$ cat config.mk
export PLATFORM = sky130hd
export DESIGN_NAME = device_capability_id_regs
export DESIGN_NICKNAME = d
export VERILOG_FILES = /design/src/design/cap_pkg.sv /design/src/design/capability_read_port.sv /design/src/design/device_capability_id_regs.sv
export SDC_FILE = /design/constraint.sdc
export NUM_CORES = 1
export LEC_CHECK = 0
export ABC_CLOCK_PERIOD_IN_PS = 3900
export BUFFER_PORTS_ARGS = -buffer_cell sky130_fd_sc_hd__buf_2
export CAP_MARGIN = 20
export CORE_MARGIN = 2
export CORE_UTILIZATION = 44
export DETAILED_ROUTE_END_ITERATION = 12
export PLACE_DENSITY = 0.93
export SYNTH_ARGS = -nofsm -noshare
export SYNTH_HDL_FRONTEND = slang
export SYNTH_SLANG_ARGS = --single-unit
$ cat constraint.sdc
create_clock -name CLK -period 3.9 [get_ports CLK]
set_input_delay 0 -clock CLK [delete_from_list [all_inputs] [get_ports CLK]]
set_output_delay 0 -clock CLK [all_outputs]
set_load 0.01 [all_outputs]
$ cat src/design/cap_pkg.sv
package cap_pkg;

  // Register byte offsets inside the 4 KB slave window
  localparam int OFF_W = 12;
  localparam logic [OFF_W-1:0] OFF_DEVICE_ID_ONE = 12'h004;
  localparam logic [OFF_W-1:0] OFF_MEM_SIZE = 12'h008;
  localparam logic [OFF_W-1:0] OFF_FEATURE_ONE = 12'h010;
  localparam logic [OFF_W-1:0] OFF_PERIPH_TWO = 12'h014;
  localparam int WORD_LSB = 2;

  // Identification word layout
  localparam int ID_VER_POS = 28;
  localparam int ID_VER_W = 4;
  localparam logic [3:0] ID_VER_VALUE = 4'h1;
  localparam int ID_FAM_POS = 24;
  localparam int ID_FAM_W = 4;
  localparam int ID_PART_POS = 16;
  localparam int ID_PART_W = 8;
  localparam int ID_PIN_POS = 13;
  localparam int ID_PIN_W = 3;
  localparam logic [2:0] ID_PIN_VALUE = 3'h2;
  localparam int ID_TEMP_POS = 5;
  localparam int ID_TEMP_W = 3;
  localparam int ID_PKG_POS = 3;
  localparam int ID_PKG_W = 2;
  localparam int ID_LEADFREE_POS = 2;
  localparam int ID_QUALIFICATION_STATE_POS = 0;
  localparam int ID_QUALIFICATION_STATE_W = 2;

  // Legal codes of the strapped fields
  localparam logic [2:0] TEMP_COMMERCIAL = 3'h0;
  localparam logic [2:0] TEMP_EXTENDED = 3'h2;
  localparam logic [1:0] PKG_SMALL_OUTLINE = 2'h0;
  localparam logic [1:0] PKG_BALL_GRID = 2'h2;
  localparam logic [1:0] QUALIFICATION_STATE_ENG_SAMPLE = 2'h0;
  localparam logic [1:0] QUALIFICATION_STATE_FULL = 2'h2;

  // Memory size word
  localparam int MEM_SRAM_POS = 16;
  localparam logic [15:0] MEM_SRAM_32K = 16'h007f;
  localparam logic [15:0] MEM_FLASH_128K = 16'h003f;
  localparam logic [31:0] MEM_SIZE_VALUE = {MEM_SRAM_32K, MEM_FLASH_128K};

  // Feature word one; positions shared with the matching gating registers
  localparam int F1_CAN_UNIT_ZERO_PRESENT = 24;
  localparam int F1_MINDIV_POS = 12;
  localparam logic [3:0] F1_MINDIV_VALUE = 4'h3;
  localparam int F1_MPU = 7;
  localparam int F1_HIB = 6;
  localparam int F1_PLL = 4;
  localparam int F1_WDT = 3;
  localparam int F1_SWO = 2;
  localparam int F1_SWD = 1;
  localparam int F1_JTAG = 0;
  localparam logic [31:0] ONE = 32'h0000_0001;
  localparam logic [31:0] FEATURE_ONE_VALUE = (ONE << F1_CAN_UNIT_ZERO_PRESENT)
      | ({28'h0000000, F1_MINDIV_VALUE} << F1_MINDIV_POS)
      | (ONE << F1_MPU) | (ONE << F1_HIB) | (ONE << F1_PLL) | (ONE << F1_WDT)
      | (ONE << F1_SWO) | (ONE << F1_SWD) | (ONE << F1_JTAG);

  // Peripheral word two; positions shared with the matching gating registers
  localparam int P2_COMPARATOR_ONE_PRESENT = 25;
  localparam int P2_COMPARATOR_ZERO_PRESENT = 24;
  localparam int P2_GP_TIMER_ZERO_PRESENT = 16;
  localparam int P2_TIMER_N = 4;
  localparam int P2_TWI1 = 14;
  localparam int P2_TWI0 = 12;
  localparam int P2_SYNC1 = 5;
  localparam int P2_SYNC0 = 4;
  localparam int P2_SERIAL0 = 0;
  localparam int P2_SERIAL_N = 3;

  typedef struct packed {
    logic sel;
    logic [1:0] trans;
    logic write;
    logic [2:0] size;
    logic [31:0] addr;
  } ahb_req_t;

  typedef struct packed {
    logic [2:0] temp;
    logic [1:0] pkg;
    logic [1:0] qualification_state;
  } strap_t;

  localparam strap_t STRAP_RESET = '{temp: 3'h0, pkg: 2'h0, qualification_state: 2'h0};

  typedef enum logic [1:0] {
    ST_LATCH = 2'b00,
    ST_READY = 2'b01
  } state_t;

endpackage

$ cat src/design/capability_read_port.sv
`timescale 1ns/1ps
module capability_read_port (
  // Clock and reset
  input wire logic CLK,
  input wire logic RST,
  // Read request
  input wire logic rd_en,
  input wire logic [cap_pkg::OFF_W-1:0] rd_off,
  // Register contents
  input wire logic [31:0] id_word,
  input wire logic [31:0] mem_word,
  input wire logic [31:0] feat_word,
  input wire logic [31:0] periph_word,
  // Registered read data
  output logic [31:0] rdata_q
);

  always_ff @(posedge CLK) begin
    if (RST) begin
      rdata_q <= 32'h0000_0000;
    end else if (rd_en) begin
      case (rd_off)
        cap_pkg::OFF_DEVICE_ID_ONE: rdata_q <= id_word;
        cap_pkg::OFF_MEM_SIZE: rdata_q <= mem_word;
        cap_pkg::OFF_FEATURE_ONE: rdata_q <= feat_word;
        cap_pkg::OFF_PERIPH_TWO: rdata_q <= periph_word;
        // Holes in the window read as zero
        default: rdata_q <= 32'h0000_0000;
      endcase
    end
  end

endmodule

$ cat src/design/device_capability_id_regs.sv
`timescale 1ns/1ps
// Operation
// - Temperature grade reads 0, 1 or 2 only; reserved codes never appear.
// - Package kind reads 0, 1 or 2 only; other codes reserved.
// - Lead-free flag always reads one.
// - Qualification state reads 0, 1 or 2 only; other codes reserved.
// - Memory word lower half reads the 128 KB flash code.
// - All capability words are fixed by the part and read-only.
// - Feature word one bit 24 shows CAN unit zero present.
// - Feature word one bit 4 shows the PLL present.
// - Feature word one bit 3 shows a watchdog present.
// - Feature word one bit 2 shows the trace output port present.
// - Feature word one bits 0 and 1 show JTAG and two-wire debug present.
// - Peripheral word two bits 14 and 12 set, bit 13 clear.
// - Peripheral word two bits 5 and 4 show both sync serial ports.
// - Peripheral word two bits 16 to 19 show timers zero to three.
// - Presence bits sit at the same positions as their gating bits.
module device_capability_id_regs #(
  // Arbitrary neutral identity values
  parameter logic [3:0] FAMILY_CODE = 4'h5,
  parameter logic [7:0] PART_CODE = 8'h3a,
  parameter int TIMER_COUNT = cap_pkg::P2_TIMER_N,
  parameter int SERIAL_COUNT = cap_pkg::P2_SERIAL_N
) (
  // Clock and reset
  input wire logic CLK,
  input wire logic RST,
  // AHB-Lite slave
  input wire logic HSEL,
  input wire logic [31:0] HADDR,
  input wire logic [1:0] HTRANS,
  input wire logic HWRITE,
  input wire logic [2:0] HSIZE,
  input wire logic [31:0] HWDATA,
  input wire logic HREADY,
  output logic HREADYOUT,
  output logic HRESP,
  output logic [31:0] HRDATA,
  // Package straps, caught once after reset
  input wire logic [2:0] TEMP_GRADE_STRAP,
  input wire logic [1:0] PACKAGE_STRAP,
  input wire logic [1:0] QUALIFICATION_STATE_STRAP,
  // Status
  output logic ID_READY
);

  cap_pkg::ahb_req_t req;
  cap_pkg::strap_t strap_q;
  cap_pkg::strap_t strap_clean;
  cap_pkg::state_t state_q;
  logic ready_q;
  logic pend_q;
  logic [cap_pkg::OFF_W-1:0] pend_off_q;
  logic hreadyout_q;
  logic hresp_q;
  logic accept;
  logic rd_req;
  logic rd_en;
  logic [cap_pkg::OFF_W-1:0] req_off;
  logic [cap_pkg::OFF_W-1:0] rd_off;
  logic [31:0] id_word;
  logic [31:0] periph_word;

  assign req = '{sel: HSEL, trans: HTRANS, write: HWRITE, size: HSIZE, addr: HADDR};
  assign accept = req.sel && req.trans[1] && HREADY;
  // Writes are accepted with zero wait and dropped
  assign rd_req = accept && !req.write;
  // Any size reads the whole aligned word
  assign req_off = {req.addr[cap_pkg::OFF_W-1:cap_pkg::WORD_LSB], 2'b00};

  // Strap codes outside the legal set fall back to the safest legal code
  always_comb begin
    strap_clean.temp = (TEMP_GRADE_STRAP > cap_pkg::TEMP_EXTENDED) ?
        cap_pkg::TEMP_COMMERCIAL : TEMP_GRADE_STRAP;
    strap_clean.pkg = (PACKAGE_STRAP > cap_pkg::PKG_BALL_GRID) ?
        cap_pkg::PKG_SMALL_OUTLINE : PACKAGE_STRAP;
    strap_clean.qualification_state = (QUALIFICATION_STATE_STRAP > cap_pkg::QUALIFICATION_STATE_FULL) ?
        cap_pkg::QUALIFICATION_STATE_ENG_SAMPLE : QUALIFICATION_STATE_STRAP;
  end

  // Straps are sampled one clock after release, never under reset
  always_ff @(posedge CLK) begin
    if (RST) begin
      state_q <= cap_pkg::ST_LATCH;
    end else begin
      case (state_q)
        cap_pkg::ST_LATCH: state_q <= cap_pkg::ST_READY;
        cap_pkg::ST_READY: state_q <= cap_pkg::ST_READY;
        default: state_q <= cap_pkg::ST_LATCH;
      endcase
    end
  end

  always_ff @(posedge CLK) begin
    if (RST) begin
      strap_q <= cap_pkg::STRAP_RESET;
    end else if (state_q == cap_pkg::ST_LATCH) begin
      strap_q <= strap_clean;
    end
  end

  always_ff @(posedge CLK) begin
    if (RST) begin
      ready_q <= 1'b0;
    end else if (state_q == cap_pkg::ST_LATCH) begin
      ready_q <= 1'b1;
    end
  end

  // Identification word; reserved field 12:8 stays zero
  always_comb begin
    id_word = 32'h0000_0000;
    id_word[cap_pkg::ID_VER_POS +: cap_pkg::ID_VER_W] = cap_pkg::ID_VER_VALUE;
    id_word[cap_pkg::ID_FAM_POS +: cap_pkg::ID_FAM_W] = FAMILY_CODE;
    id_word[cap_pkg::ID_PART_POS +: cap_pkg::ID_PART_W] = PART_CODE;
    id_word[cap_pkg::ID_PIN_POS +: cap_pkg::ID_PIN_W] = cap_pkg::ID_PIN_VALUE;
    id_word[cap_pkg::ID_TEMP_POS +: cap_pkg::ID_TEMP_W] = strap_q.temp;
    id_word[cap_pkg::ID_PKG_POS +: cap_pkg::ID_PKG_W] = strap_q.pkg;
    id_word[cap_pkg::ID_LEADFREE_POS] = 1'b1;
    id_word[cap_pkg::ID_QUALIFICATION_STATE_POS +: cap_pkg::ID_QUALIFICATION_STATE_W] = strap_q.qualification_state;
  end

  // Peripheral word; unit groups repeat per instance
  genvar gi;
  generate
    for (gi = 0; gi < 32; gi++) begin : g_periph
      if (gi == cap_pkg::P2_COMPARATOR_ONE_PRESENT || gi == cap_pkg::P2_COMPARATOR_ZERO_PRESENT) begin : g_comp
        assign periph_word[gi] = 1'b1;
      end else if (gi >= cap_pkg::P2_GP_TIMER_ZERO_PRESENT && gi < cap_pkg::P2_GP_TIMER_ZERO_PRESENT + TIMER_COUNT)
      begin : g_timer
        assign periph_word[gi] = 1'b1;
      end else if (gi == cap_pkg::P2_TWI1 || gi == cap_pkg::P2_TWI0) begin : g_twi
        assign periph_word[gi] = 1'b1;
      end else if (gi == cap_pkg::P2_SYNC1 || gi == cap_pkg::P2_SYNC0) begin : g_sync
        assign periph_word[gi] = 1'b1;
      end else if (gi >= cap_pkg::P2_SERIAL0 && gi < cap_pkg::P2_SERIAL0 + SERIAL_COUNT)
      begin : g_serial
        assign periph_word[gi] = 1'b1;
      end else begin : g_rsvd
        // Includes bit 13 between the two-wire units
        assign periph_word[gi] = 1'b0;
      end
    end
  endgenerate

  // A read taken before the straps settle is held and served late
  always_ff @(posedge CLK) begin
    if (RST) begin
      pend_q <= 1'b0;
    end else if (rd_req && !ready_q) begin
      pend_q <= 1'b1;
    end else if (ready_q) begin
      pend_q <= 1'b0;
    end
  end

  always_ff @(posedge CLK) begin
    if (RST) begin
      pend_off_q <= '0;
    end else if (rd_req && !ready_q) begin
      pend_off_q <= req_off;
    end
  end

  always_ff @(posedge CLK) begin
    if (RST) begin
      hreadyout_q <= 1'b1;
    end else if (rd_req && !ready_q) begin
      hreadyout_q <= 1'b0;
    end else if (pend_q && ready_q) begin
      hreadyout_q <= 1'b1;
    end
  end

  // Every transfer ends OKAY
  always_ff @(posedge CLK) begin
    if (RST) begin
      hresp_q <= 1'b0;
    end else begin
      hresp_q <= 1'b0;
    end
  end

  assign rd_en = ready_q && (rd_req || pend_q);
  assign rd_off = pend_q ? pend_off_q : req_off;

  capability_read_port u_read (
    .CLK(CLK),
    .RST(RST),
    .rd_en(rd_en),
    .rd_off(rd_off),
    .id_word(id_word),
    .mem_word(cap_pkg::MEM_SIZE_VALUE),
    .feat_word(cap_pkg::FEATURE_ONE_VALUE),
    .periph_word(periph_word),
    .rdata_q(HRDATA)
  );

  assign HREADYOUT = hreadyout_q;
  assign HRESP = hresp_q;
  assign ID_READY = ready_q;

endmodule

; ---- Word level (Yosys, flattened, before mapping)
; Index checks and enable logic that the tools add are counted.
; Widths: inputs -> output; s select.
[totals]
ff_bits = 54
latch_bits = 0
ram_bits = 0
rom_bits = 0
output_inout_bits = 35
elab_cells = 40
n_memories = 0
[op_classes]
add_sub_neg = 0
multipliers = 0
n_div = 0
order_cmp = 3
eq_ne = 5
n_shift = 0
n_mux = 10
bitwise = 0
n_reduce_logical = 13
[op_table]
columns = operator, n
row1 = $pmux 29 s4, 1
row2 = $eq 12x5->1 const B, 2
row3 = $eq 12x3->1 const B, 1
row4 = $eq 12x4->1 const B, 1
row5 = $mux 12, 1
row6 = $logic_and 1x1->1, 6
row7 = $mux 1, 5
row8 = $gt 2x2->1 const B, 2
row9 = $mux 2, 2
row10 = $reduce_bool 2->1, 2
row11 = $gt 3x2->1 const B, 1
row12 = $mux 3, 1
row13 = $eq 2x1->1 const B, 1
row14 = $logic_not 1->1, 2
row15 = $logic_not 2->1, 1
row16 = $reduce_or 2->1, 1
row17 = $logic_or 1x1->1, 1

; ---- Logic depth before layout (Yosys ltp)
; Gate-level depths: netlist of the first run.
[depth]
word_depth = 5
mapped_depth = 6

; ---- By module
; A second synthesis of the first run with hierarchy kept.
[unflattened]
hier_cells = 335
hier_area_um2 = 3019.1
[modules_own_cells]
columns = mod, n_inst, cells_per_inst, area_per_inst_um2
row1 = capability_read_port, 1, 236, 2057.0
row2 = device_capability_id_regs, 1, 99, 962.2

; ---- Worst setup path after synthesis of the first run
; No wires, ideal clock.
[synth_path]
path_kind = flip-flop to flip-flop
startpoint = reg pend_q
endpoint = reg u_read.rdata_q[5]
arrival_time_ps = 1352
path_slack_ps = 2414
path_stages_with_launch = 7
n_path_buf = 1
cell_sequence = dfxtp_1 > buf_6 > and3b_1 > o22ai_1 > nor3_1 > a2111oi_0 > nor3_1
[synth_via]
elab_chain_len = 3
[synth_rtl]
columns = item, line
row1 = start: declaration, device_capability_id_regs.sv:52  ; logic pend_q;
row2 = start signal: assignment, device_capability_id_regs.sv:149  ; pend_q <= 1'b0;
row3 = start signal: assignment, device_capability_id_regs.sv:151  ; pend_q <= 1'b1;
row4 = start signal: assignment, device_capability_id_regs.sv:153  ; pend_q <= 1'b0;
row5 = $mux 12, device_capability_id_regs.sv:185  ; assign rd_off = pend_q ? pend_off_q : req_off;
row6 = "$eq 12x5->1, or another cell as far along", capability_read_port.sv:22  ; case (rd_off)
row7 = $pmux 29 s4, capability_read_port.sv:22
row8 = end signal: assignment, capability_read_port.sv:23  ; cap_pkg::OFF_DEVICE_ID_ONE: rdata_q <= id_word;
row9 = end signal: assignment, capability_read_port.sv:24  ; cap_pkg::OFF_MEM_SIZE: rdata_q <= mem_word;
row10 = end signal: assignment, capability_read_port.sv:25  ; cap_pkg::OFF_FEATURE_ONE: rdata_q <= feat_word;
row11 = end: declaration, capability_read_port.sv:15  ; output logic [31:0] rdata_q
; Parallel ways exist; a longest one is shown, timed or not.
; A chain may end at the register's enable or synchronous reset.

; ---- Worst setup path in the final report of the first run
; Ends and elaborated chain as after synthesis.

==> flow_summary.toml, run 1 <==
[clock_tree]
clockBufferDepth = 2
clock_latency_ns = 0.29
cts_resized = 0
clk_pin_slew_ns = 0.07
numCtsBuffers = 5
htree_levels = 2
post_cts_buffers = 0
clkSinkCount = 39
cts-hold-fix-buffers = 9
cts_tree = "done"
root_buffer = "clkbuf_8"

[synthesis]
synth_enable_flop_cells = 0
synthArstFlopShare = 0
ys_warn_count = 0
synth_top_area_frac = 0.4525
ys_types = 36
ys_seq_area_frac = 0.4525
syn-cell-area_sq_um = 1725
ys_ff_latch = 39
synth.area.top_cells = "dfxtp_1 45%, buf_4 6.5%, nor2_1 6.1%, mux2i_1 5.8%, a21oi_1 4.6%"
avgSynthCellArea_sq_um = 8.848
synth_ff_type = "dfxtp_1"
syn_inst = 195
synth_area_leader_cell = "dfxtp_1"

[finish]
drive_gt1_frac = 0.2469
finalNonFillerCells = 291
fin_util = 0.5596
syn_to_final_growth_pct = 20.52
final_nets = 323
antenna_cells = 0
fill_cells = 349

[placed_design]
dp.cells = 273
gp_congestion = 0.8906
portBuffers = 46
place_hpwl_mm = 2.585

[floorplan]
die_h_microns = 66.62
coreArea_sq_um = 3716
initial_core_util = 0.4643
io_pins = 116
rows = 22
fp.dieW_microns = 66.62
die-area_sq_um = 4438

[detailed_routing]
dr_total_vias = 1488
ant_nets = 0
finalWirelength_mm = 3.643
drt_iter0_markers = 79
via_per_inst = 5.113
routedWlPerCell_microns = 12.52
drt_pre_antenna_iters = 4
drc = 0

[power_and_ir_drop]
leakage_nw = 0.8669
finalPower_uw = 773.6
power_density_nw_per_um2 = 372.0
irDropWorstVdd_uv = 261.9

[grt]
grt_pass1_wl_mm = 5.871
antenna_found_initial = 0
grt_usage = 0.1798
grt_overflow = 0
grt_max_degree = 29
grt_pass1_vias = 1282

[worst_setup_path]
startpoint_type = "flop"
worstPathRequired_ns = 4.11
cp_top_family = "simple AND/OR/NAND/NOR gates"
crit_type = "flop to flop"
cp_num_cells = 5
cp-end-kind = "flop"
cp_slowest_cell = "dfxtp_1"
reg2reg_depth = 5
reg2reg_from = "pend_q$_SDFFE_PP0P_"
rrSetupSlack_ns = 1.80
reg2reg_to = "u_read.rdata_q[5]$_SDFFE_PP0P_"
cpPeakStageDelay_ns = 0.60
arrival_ns = 2.31
cp.buffers_inverters = 0
critical_path.max_fanout = 13
cp-endpoint = "u_read.rdata_q[5]$_SDFFE_PP0P_"
cp_cell_sequence = "nor4b_2 -> nor2_1 -> nor3_2 -> a2111oi_0 -> nor3_1"
crit_start = "pend_q$_SDFFE_PP0P_"

[sta]
fin_skew_ns = 0.008039
final_max_slew_viol_count = 0
grt_setup_unrepaired = "no"
slew_headroom = 0.3769
tns_ns = 0
setup_violations = 0
whs_ns = 0.0005484
fin_crit_ns = 2.100
clock.fmax_ghz = 0.4763
worst_pin_slew_ns = 0.9284
finalHoldViolations = 0
min_period_over_period = 0.5384

[outcome]
status = "complete, no violations"

[flow_run]
drv_cap = 0

[min_path]
min_path_type = "primary input to flop"
synthesized netlist by cell type, drive strengths merged (2+ instances only):
library cell	n
clkbuf	5
and2	2
nor2	28
a22oi	2
dfxtp	39
nor4	4
nand4	2
nand2	13
o21ai	12
a21oi	16
mux2i	11
a2111oi	2
nor3b	4
inv	3
a31oi	5
buf	21
nor3	11
nand3	3
nor4b	4
routing by layer:
layer,wire [microns],global-route usage,up-vias,part of all wire
met3,265,0.06588,5,0.073
met4,50,0.06122,0,0.014
met1,1696,0.2353,682,0.47
met2,1631,0.2725,48,0.45
li1,-,-,753,-
met5,0,0,-,0
how the worst min path moves through the flow:
stage | from | endpoint | cells past startpoint
6_report | HADDR[3] | pend_off_q[3]$_SDFFE_PP0P_ | 3
2_1_floorplan | QUALIFICATION_STATE_STRAP[1] | id_word[1]$_SDFFE_PP0N_ | 2
5_1_grt | HADDR[9] | pend_off_q[9]$_SDFFE_PP0P_ | 3
3_3_place_gp | PACKAGE_STRAP[1] | id_word[4]$_SDFFE_PP0N_ | 3
4_1_cts | HADDR[3] | pend_off_q[3]$_SDFFE_PP0P_ | 3
3_5_place_dp | PACKAGE_STRAP[1] | id_word[4]$_SDFFE_PP0N_ | 3
stage by stage:
step	setup WS (ns)	instance area [sq um]
6_report	1.800	2079
4_1_cts	1.606	2072
3_5_place_dp	1.620	1882
3_3_place_gp	1.669	1882
2_1_floorplan	2.414	1763
5_1_grt	1.569	2079
cells by family (layout without fill, tap and decap cells):
logic type,after synthesis,in the layout,synth area share
other,1,11,0.002173
buffers and inverters,29,67,0.1059
flip-flops,39,39,0.4525
multiplexers,11,11,0.06599
AO/OA/AOI/OAI,39,39,0.1269
AND/OR/NAND/NOR,76,76,0.2466
final cells by class:
type                            count  area, sq um  area share
Multi-Input combinational cell    137        799.5      0.3845
Sequential cell                    39        780.7      0.3755
Timing Repair Buffer               56        327.8      0.1576
Clock buffer                        8        100.1     0.04813
Tap cell                           48        60.06     0.02888
Inverter                            3        11.26    0.005415
flip-flops by register name, indices dropped and copies added (netlist names):
signal / flops
pend_q: 1
id_word: 7
u_read.rdata_q: 18
state_q: 1
ID_READY: 1
HREADYOUT: 1
pend_off_q: 10
worst reg2reg max path: cells and delay by family, from the launching register on:
kind	cells	cell delay, ns
DFF	1	0.60
AOI/OAI and AO/OA	1	0.22
and+or+nand+nor	4	1.20
cells in the final DEF (no fill, tap or decap), types with 2 or more instances in the layout:
master,count
buf_2,46
dfxtp_1,39
nor2_1,28
a21oi_1,16
nand2_1,13
o21ai_0,11
conb_1,11
mux2i_1,10
nor3_1,10
dlygate4sd3_1,9
clkbuf_8,7
a31oi_1,5
nor3b_1,4
inv_1,3
nor4b_1,3
nand3_1,3
and2_1,2
nor4_4,2
nand4_1,2
a22oi_1,2
a2111oi_0,2
where the power goes:
group / internal, mW / total [mW] / switching [mW]
Combinational: 0.0297 / 0.0650 / 0.0354
Sequential: 0.406 / 0.414 / 0.00819
Clock: 0.161 / 0.294 / 0.133
(Power assumes the default switching activity.)
==> run 2, diff against run 1 <==
Settings changed: ABC_CLOCK_PERIOD_IN_PS 3900 to 2140, CORE_UTILIZATION 44 to 41, PLACE_DENSITY 0.93 to 0.88.
Clock period 3.9 ns to 2.14 ns, I/O delays scaled along.
==> run 2 against run 1 <==
Critical path depth is the same. Register-to-register slack lost 1.6 ns. Power grew 92%. Critical endpoint is now u_read.rdata_q[2]$_SDFFE_PP0P_. Highest routed layer unchanged.
==> flow_summary.toml, run 2 (synthesis results as in run 1) <==
[outcome]
status = "complete, no violations"

[finish]
fill_cells = 372
final_cell_area_sq_um = 2132
drive_gt1_frac = 0.2632
fin_util = 0.5292
final_common_cell = "buf_2"
final_nets = 327
finalNonFillerCells = 297
top_register = "u_read.rdata_q"
largest_reg_flops = 18
final_cell_mix = "46 x buf_2, 39 x dfxtp_1, 28 x nor2_1, 16 x a21oi_1, 13 x nand2_1"
syn_to_final_growth_pct = 23.57
antenna_cells = 0

[placed_design]
dp.cells = 279
post-place-ws_ns = 0.2404
gp_congestion = 0.8432
portBuffers = 46
place_hpwl_mm = 2.654
placed_area_sq_um = 1914

[worst_setup_path]
arrival_ns = 2.18
cp_num_cells = 5
reg2reg_from = "pend_q$_SDFFE_PP0P_"
cp.buffers_inverters = 0
cp-endpoint = "u_read.rdata_q[2]$_SDFFE_PP0P_"
crit_type = "flop to flop"
cp_slowest_cell = "dfxtp_1"
cp_top_family = "compound AO/OA/AOI/OAI gates"
rrSetupSlack_ns = 0.18
reg2reg_depth = 5
reg2reg_to = "u_read.rdata_q[2]$_SDFFE_PP0P_"
worstPathRequired_ns = 2.36
startpoint_type = "flop"
crit_start = "pend_q$_SDFFE_PP0P_"
critical_path.max_fanout = 13
cp_cell_sequence = "nor4b_2 -> o22ai_1 -> nor2_1 -> o21ai_0 -> a31oi_1"
cpPeakStageDelay_ns = 0.62
cp-end-kind = "flop"

[sta]
min_period_over_period = 0.9139
worst_pin_slew_ns = 0.6306
slew_headroom = 0.5796
final_max_slew_viol_count = 0
finalHoldViolations = 0
setup_violations = 0
whs_ns = 0.01239
grt_setup_unrepaired = "no"
fin_crit_ns = 1.956
tns_ns = 0
worst_slack_ns = 0.1842
clock.fmax_ghz = 0.5113
fin_skew_ns = 0.009634

[detailed_routing]
finalWirelength_mm = 3.749
drt_pre_antenna_iters = 4
ant_nets = 0
drt_iter0_markers = 101
dr_total_vias = 1516
drc = 0
routedWlPerCell_microns = 12.62
via_per_inst = 5.104

[clock_tree]
clock_latency_ns = 0.29
clockBufferDepth = 2
cts_tree = "done"
htree_levels = 2
clkSinkCount = 39
clk_pin_slew_ns = 0.08
root_buffer = "clkbuf_8"
post_cts_buffers = 0
numCtsBuffers = 5

[grt]
grt_pass1_vias = 1358
grt_max_degree = 29
grt_overflow = 0
grt_usage = 0.1751
antenna_found_initial = 0
grt_pass1_wl_mm = 6.016

[flow_run]
drv_cap = 0

[power_and_ir_drop]
leakage_nw = 0.8937
irDropWorstVdd_uv = 430.2
power_density_nw_per_um2 = 698.4
finalPower_mw = 1.489

[floorplan]
initial_core_util = 0.4283
fp.dieW_microns = 68.87
die_h_microns = 68.87
io_pins = 116
coreArea_sq_um = 4029
rows = 23
die-area_sq_um = 4743

[min_path]
min_path_type = "primary input to flop"
==> run 2: worst min-delay path by stage <==
stage,slack [ns],to,startpoint,cells after the start
5_1_grt,0.03,pend_off_q[2]$_SDFFE_PP0P_,HADDR[2],3
3_5_place_dp,0.26,id_word[4]$_SDFFE_PP0N_,PACKAGE_STRAP[1],3
6_report,0.01,pend_off_q[2]$_SDFFE_PP0P_,HADDR[2],3
2_1_floorplan,0.14,id_word[1]$_SDFFE_PP0N_,QUALIFICATION_STATE_STRAP[1],2
4_1_cts,0.005,pend_off_q[2]$_SDFFE_PP0P_,HADDR[2],3
3_3_place_gp,0.25,id_word[1]$_SDFFE_PP0N_,QUALIFICATION_STATE_STRAP[1],3
==> run 2: metal layers <==
metal / wire length (microns) / global-route usage
met3: 266 / 0.05519
met2: 1748 / 0.2752
met4: 87 / 0.09069
met5: 0 / 0
met1: 1646 / 0.2146
==> run 2: what timing repair did <==
| action | CTS | global route |
|---|---|---|
| resized for setup | 0 | 1 |
| endpoints found under the hold margin | 10 | 0 |
| endpoints found under the setup margin | 0 | 2 |
| hold buffers | 10 | 0 |
==> run 2: worst register-to-register path: cells and delay by family, from the launching register on <==
| kind | cells | cell delay (ns) |
|---|---|---|
| AO/OA/AOI/OAI | 3 | 0.65 |
| flip-flops | 1 | 0.62 |
| AND/OR/NAND/NOR | 2 | 0.60 |
==> run 2: where the power goes <==
group,leakage (nW),internal (mW),switching (mW),total [mW]
clock network,0.0581,0.347,0.266,0.613
registers,0.316,0.740,0.0154,0.755
logic,0.520,0.0559,0.0647,0.121
total,0.894,1.14,0.346,1.49
==> run 2: cell type report <==
class / count / area (sq um) / share of cell area
timing repair buffer: 60 / 360.3 / 0.1690
inverter: 3 / 11.26 / 0.005282
multi-input combinational: 137 / 804.5 / 0.3773
sequential: 39 / 780.7 / 0.3662
clock buffer: 5 / 68.82 / 0.03228
clock inverter: 3 / 43.79 / 0.02054
tap: 50 / 62.56 / 0.02934
==> run 3, diff against run 2 <==
Settings changed: HOLD_SLACK_MARGIN set to 0.06, SLEW_MARGIN set to 20.
==> run 3 against run 2 <==
Via count grew 1.2%. Critical path type unchanged. Largest cell class unchanged. Worst hold slack gained 0.061 ns. Cell count grew 2.4%. Largest power group unchanged. Clock skew shrank 0.0036 ns. Power grew 0.12%. Clock power shrank 1%. Die area is the same. First-iteration DRC count shrank 15%.
==> flow_summary.toml, run 3 (synthesis results as in run 1) <==
[outcome]
status = "complete, no violations"

[power_and_ir_drop]
p_clk_frac = 0.407
seq_power_share = 0.507
combPwrFrac = 0.087
irDropWorstVdd_uv = 427.6
p_int_mw = 1.150
power_switching_uw = 341.1
power_density_nw_per_um2 = 677.1
leakage_nw = 0.9260
sw_frac_of_total = 0.2288

[clock_tree]
clock_latency_ns = 0.29
root_buffer = "clkbuf_8"
htree_levels = 2
numCtsBuffers = 5
clkSinkCount = 39
cts_tree = "done"
clk_pin_slew_ns = 0.08
clockBufferDepth = 2

[worst_setup_path]
cp_slowest_cell = "dfxtp_1"
cp-end-kind = "flop"
reg2reg_depth = 5
crit_type = "flop to flop"
startpoint_type = "flop"
worstPathRequired_ns = 2.36
cpPeakStageDelay_ns = 0.63
arrival_ns = 2.17
reg2reg_from = "pend_q$_SDFFE_PP0P_"
reg2reg_to = "u_read.rdata_q[2]$_SDFFE_PP0P_"
rrSetupSlack_ns = 0.19
critical_path.max_fanout = 13
cp_cell_sequence = "nor4b_2 -> o22ai_1 -> nor2_1 -> o21ai_0 -> a31oi_1"

[detailed_routing]
dr_total_vias = 1534
via_per_inst = 5.046
drt_pre_antenna_iters = 4
drc = 0
ant_nets = 0
drt_iter0_markers = 86
routedWlPerCell_microns = 12.41
finalWirelength_mm = 3.772

[grt]
grt_max_degree = 29
grt_pass1_vias = 1400
grt_usage = 0.1772
grt_overflow = 0
antenna_found_initial = 0
grt_pass1_wl_mm = 6.106

[min_path]
worstHoldStart = "QUALIFICATION_STATE_STRAP[0]"
hold_path_depth = 4
hold_end = "id_word[1]$_SDFFE_PP0N_"
min_path_type = "primary input to flop"

[floorplan]
coreArea_sq_um = 4029
io_pins = 116
die-area_sq_um = 4743
die_h_microns = 68.87
fp.dieW_microns = 68.87
rows = 23
initial_core_util = 0.4283

[placed_design]
portBuffers = 46
gp_congestion = 0.8432
place_hpwl_mm = 2.654
dp.cells = 279

[sta]
slew_headroom = 0.5761
fin_crit_ns = 1.951
grt_setup_unrepaired = "no"
finalHoldViolations = 0
final_max_slew_viol_count = 0
tns_ns = 0
clock.fmax_ghz = 0.5125
min_period_over_period = 0.9118
fin_skew_ns = 0.006026
setup_violations = 0
worst_pin_slew_ns = 0.6359

[flow_run]
drv_cap = 0

[finish]
final_cell_mix = "46 x buf_2, 39 x dfxtp_1, 28 x nor2_1, 17 x dlygate4sd3_1, 16 x a21oi_1"
drive_gt1_frac = 0.2559
fill_cells = 367
final_nets = 334
syn_to_final_growth_pct = 27.63
finalNonFillerCells = 304
antenna_cells = 0
top_register = "u_read.rdata_q"
largest_reg_flops = 18
final_common_cell = "buf_2"
[run 3: cell types whose count changed in the layout (fill, tap and decap cells not counted)]
cell,change
dlygate4sd3_1,+7
[run 3: worst max-delay path by stage]
stage | start | endpoint | slack, ns | cells past startpoint
after floorplan | pend_q$_SDFFE_PP0P_ | u_read.rdata_q[5]$_SDFFE_PP0P_ | 0.65 | 6
final | pend_q$_SDFFE_PP0P_ | u_read.rdata_q[2]$_SDFFE_PP0P_ | 0.19 | 5
after CTS | pend_q$_SDFFE_PP0P_ | u_read.rdata_q[3]$_SDFFE_PP0P_ | 0.18 | 5
after detailed placement | pend_q$_SDFFE_PP0P_ | u_read.rdata_q[3]$_SDFFE_PP0P_ | 0.24 | 5
after global placement | pend_q$_SDFFE_PP0P_ | u_read.rdata_q[3]$_SDFFE_PP0P_ | 0.30 | 5
after global routing | pend_q$_SDFFE_PP0P_ | u_read.rdata_q[2]$_SDFFE_PP0P_ | 0.07 | 5
[run 3: power groups by stage]
stage | sequential (mW) | clock (mW) | combinational [mW]
after floorplan | 0.769 | 0 | 0.0806
after global placement | 0.771 | 0 | 0.103
after detailed placement | 0.772 | 0 | 0.106
after CTS | 0.755 | 0.623 | 0.129
after global routing | 0.757 | 0.651 | 0.145
final | 0.755 | 0.607 | 0.129
[run 3: worst max-delay path: cells and delay by family, from the launching register on]
kind	cells	cell delay [ns]
AND/OR/NAND/NOR	2	0.61
flip-flops	1	0.63
AO/OA/AOI/OAI	3	0.65
[run 3: area by class of cell]
class / instances / area, sq um / area share
flip-flops and latches: 39 / 780.7 / 0.3545
well taps: 50 / 62.56 / 0.02841
repair buffers: 67 / 430.4 / 0.1955
multi-input cells: 137 / 804.5 / 0.3653
clock inverters: 3 / 43.79 / 0.01989
inverters: 3 / 11.26 / 0.005114
clock buffers: 5 / 68.82 / 0.03125
[run 3: layer usage]
layer / share of wire / GRT usage / vias to the layer above
li1: - / - / 777
met1: 0.44 / 0.2136 / 696
met2: 0.47 / 0.2825 / 54
met3: 0.067 / 0.05519 / 7
met4: 0.025 / 0.09314 / 0
met5: 0 / 0 / -
[run 3: metrics by stage]
step / area (sq um) / util / setup slack (ns) / power (mW) / hold WS [ns]
final: 2202 / 0.5466 / 0.1888 / 1.491 / 0.07357
after CTS: 2197 / 0.5453 / 0.1824 / 1.507 / 0.07232
after global placement: 1914 / 0.4752 / 0.2987 / 0.8740 / 0.2456
after global routing: 2202 / 0.5466 / 0.07309 / 1.554 / 0.1078
after floorplan: 1763 / - / 0.6545 / 0.8491 / 0.1441
after detailed placement: 1914 / 0.4752 / 0.2404 / 0.8775 / 0.2587
[run 3: repair_timing]
action | CTS | global route
endpoints found under the setup margin | 0 | 2
resized for setup | 0 | 1
hold buffers | 17 | 0
endpoints found under the hold margin | 16 | 0
buffers inserted | 0 | 0
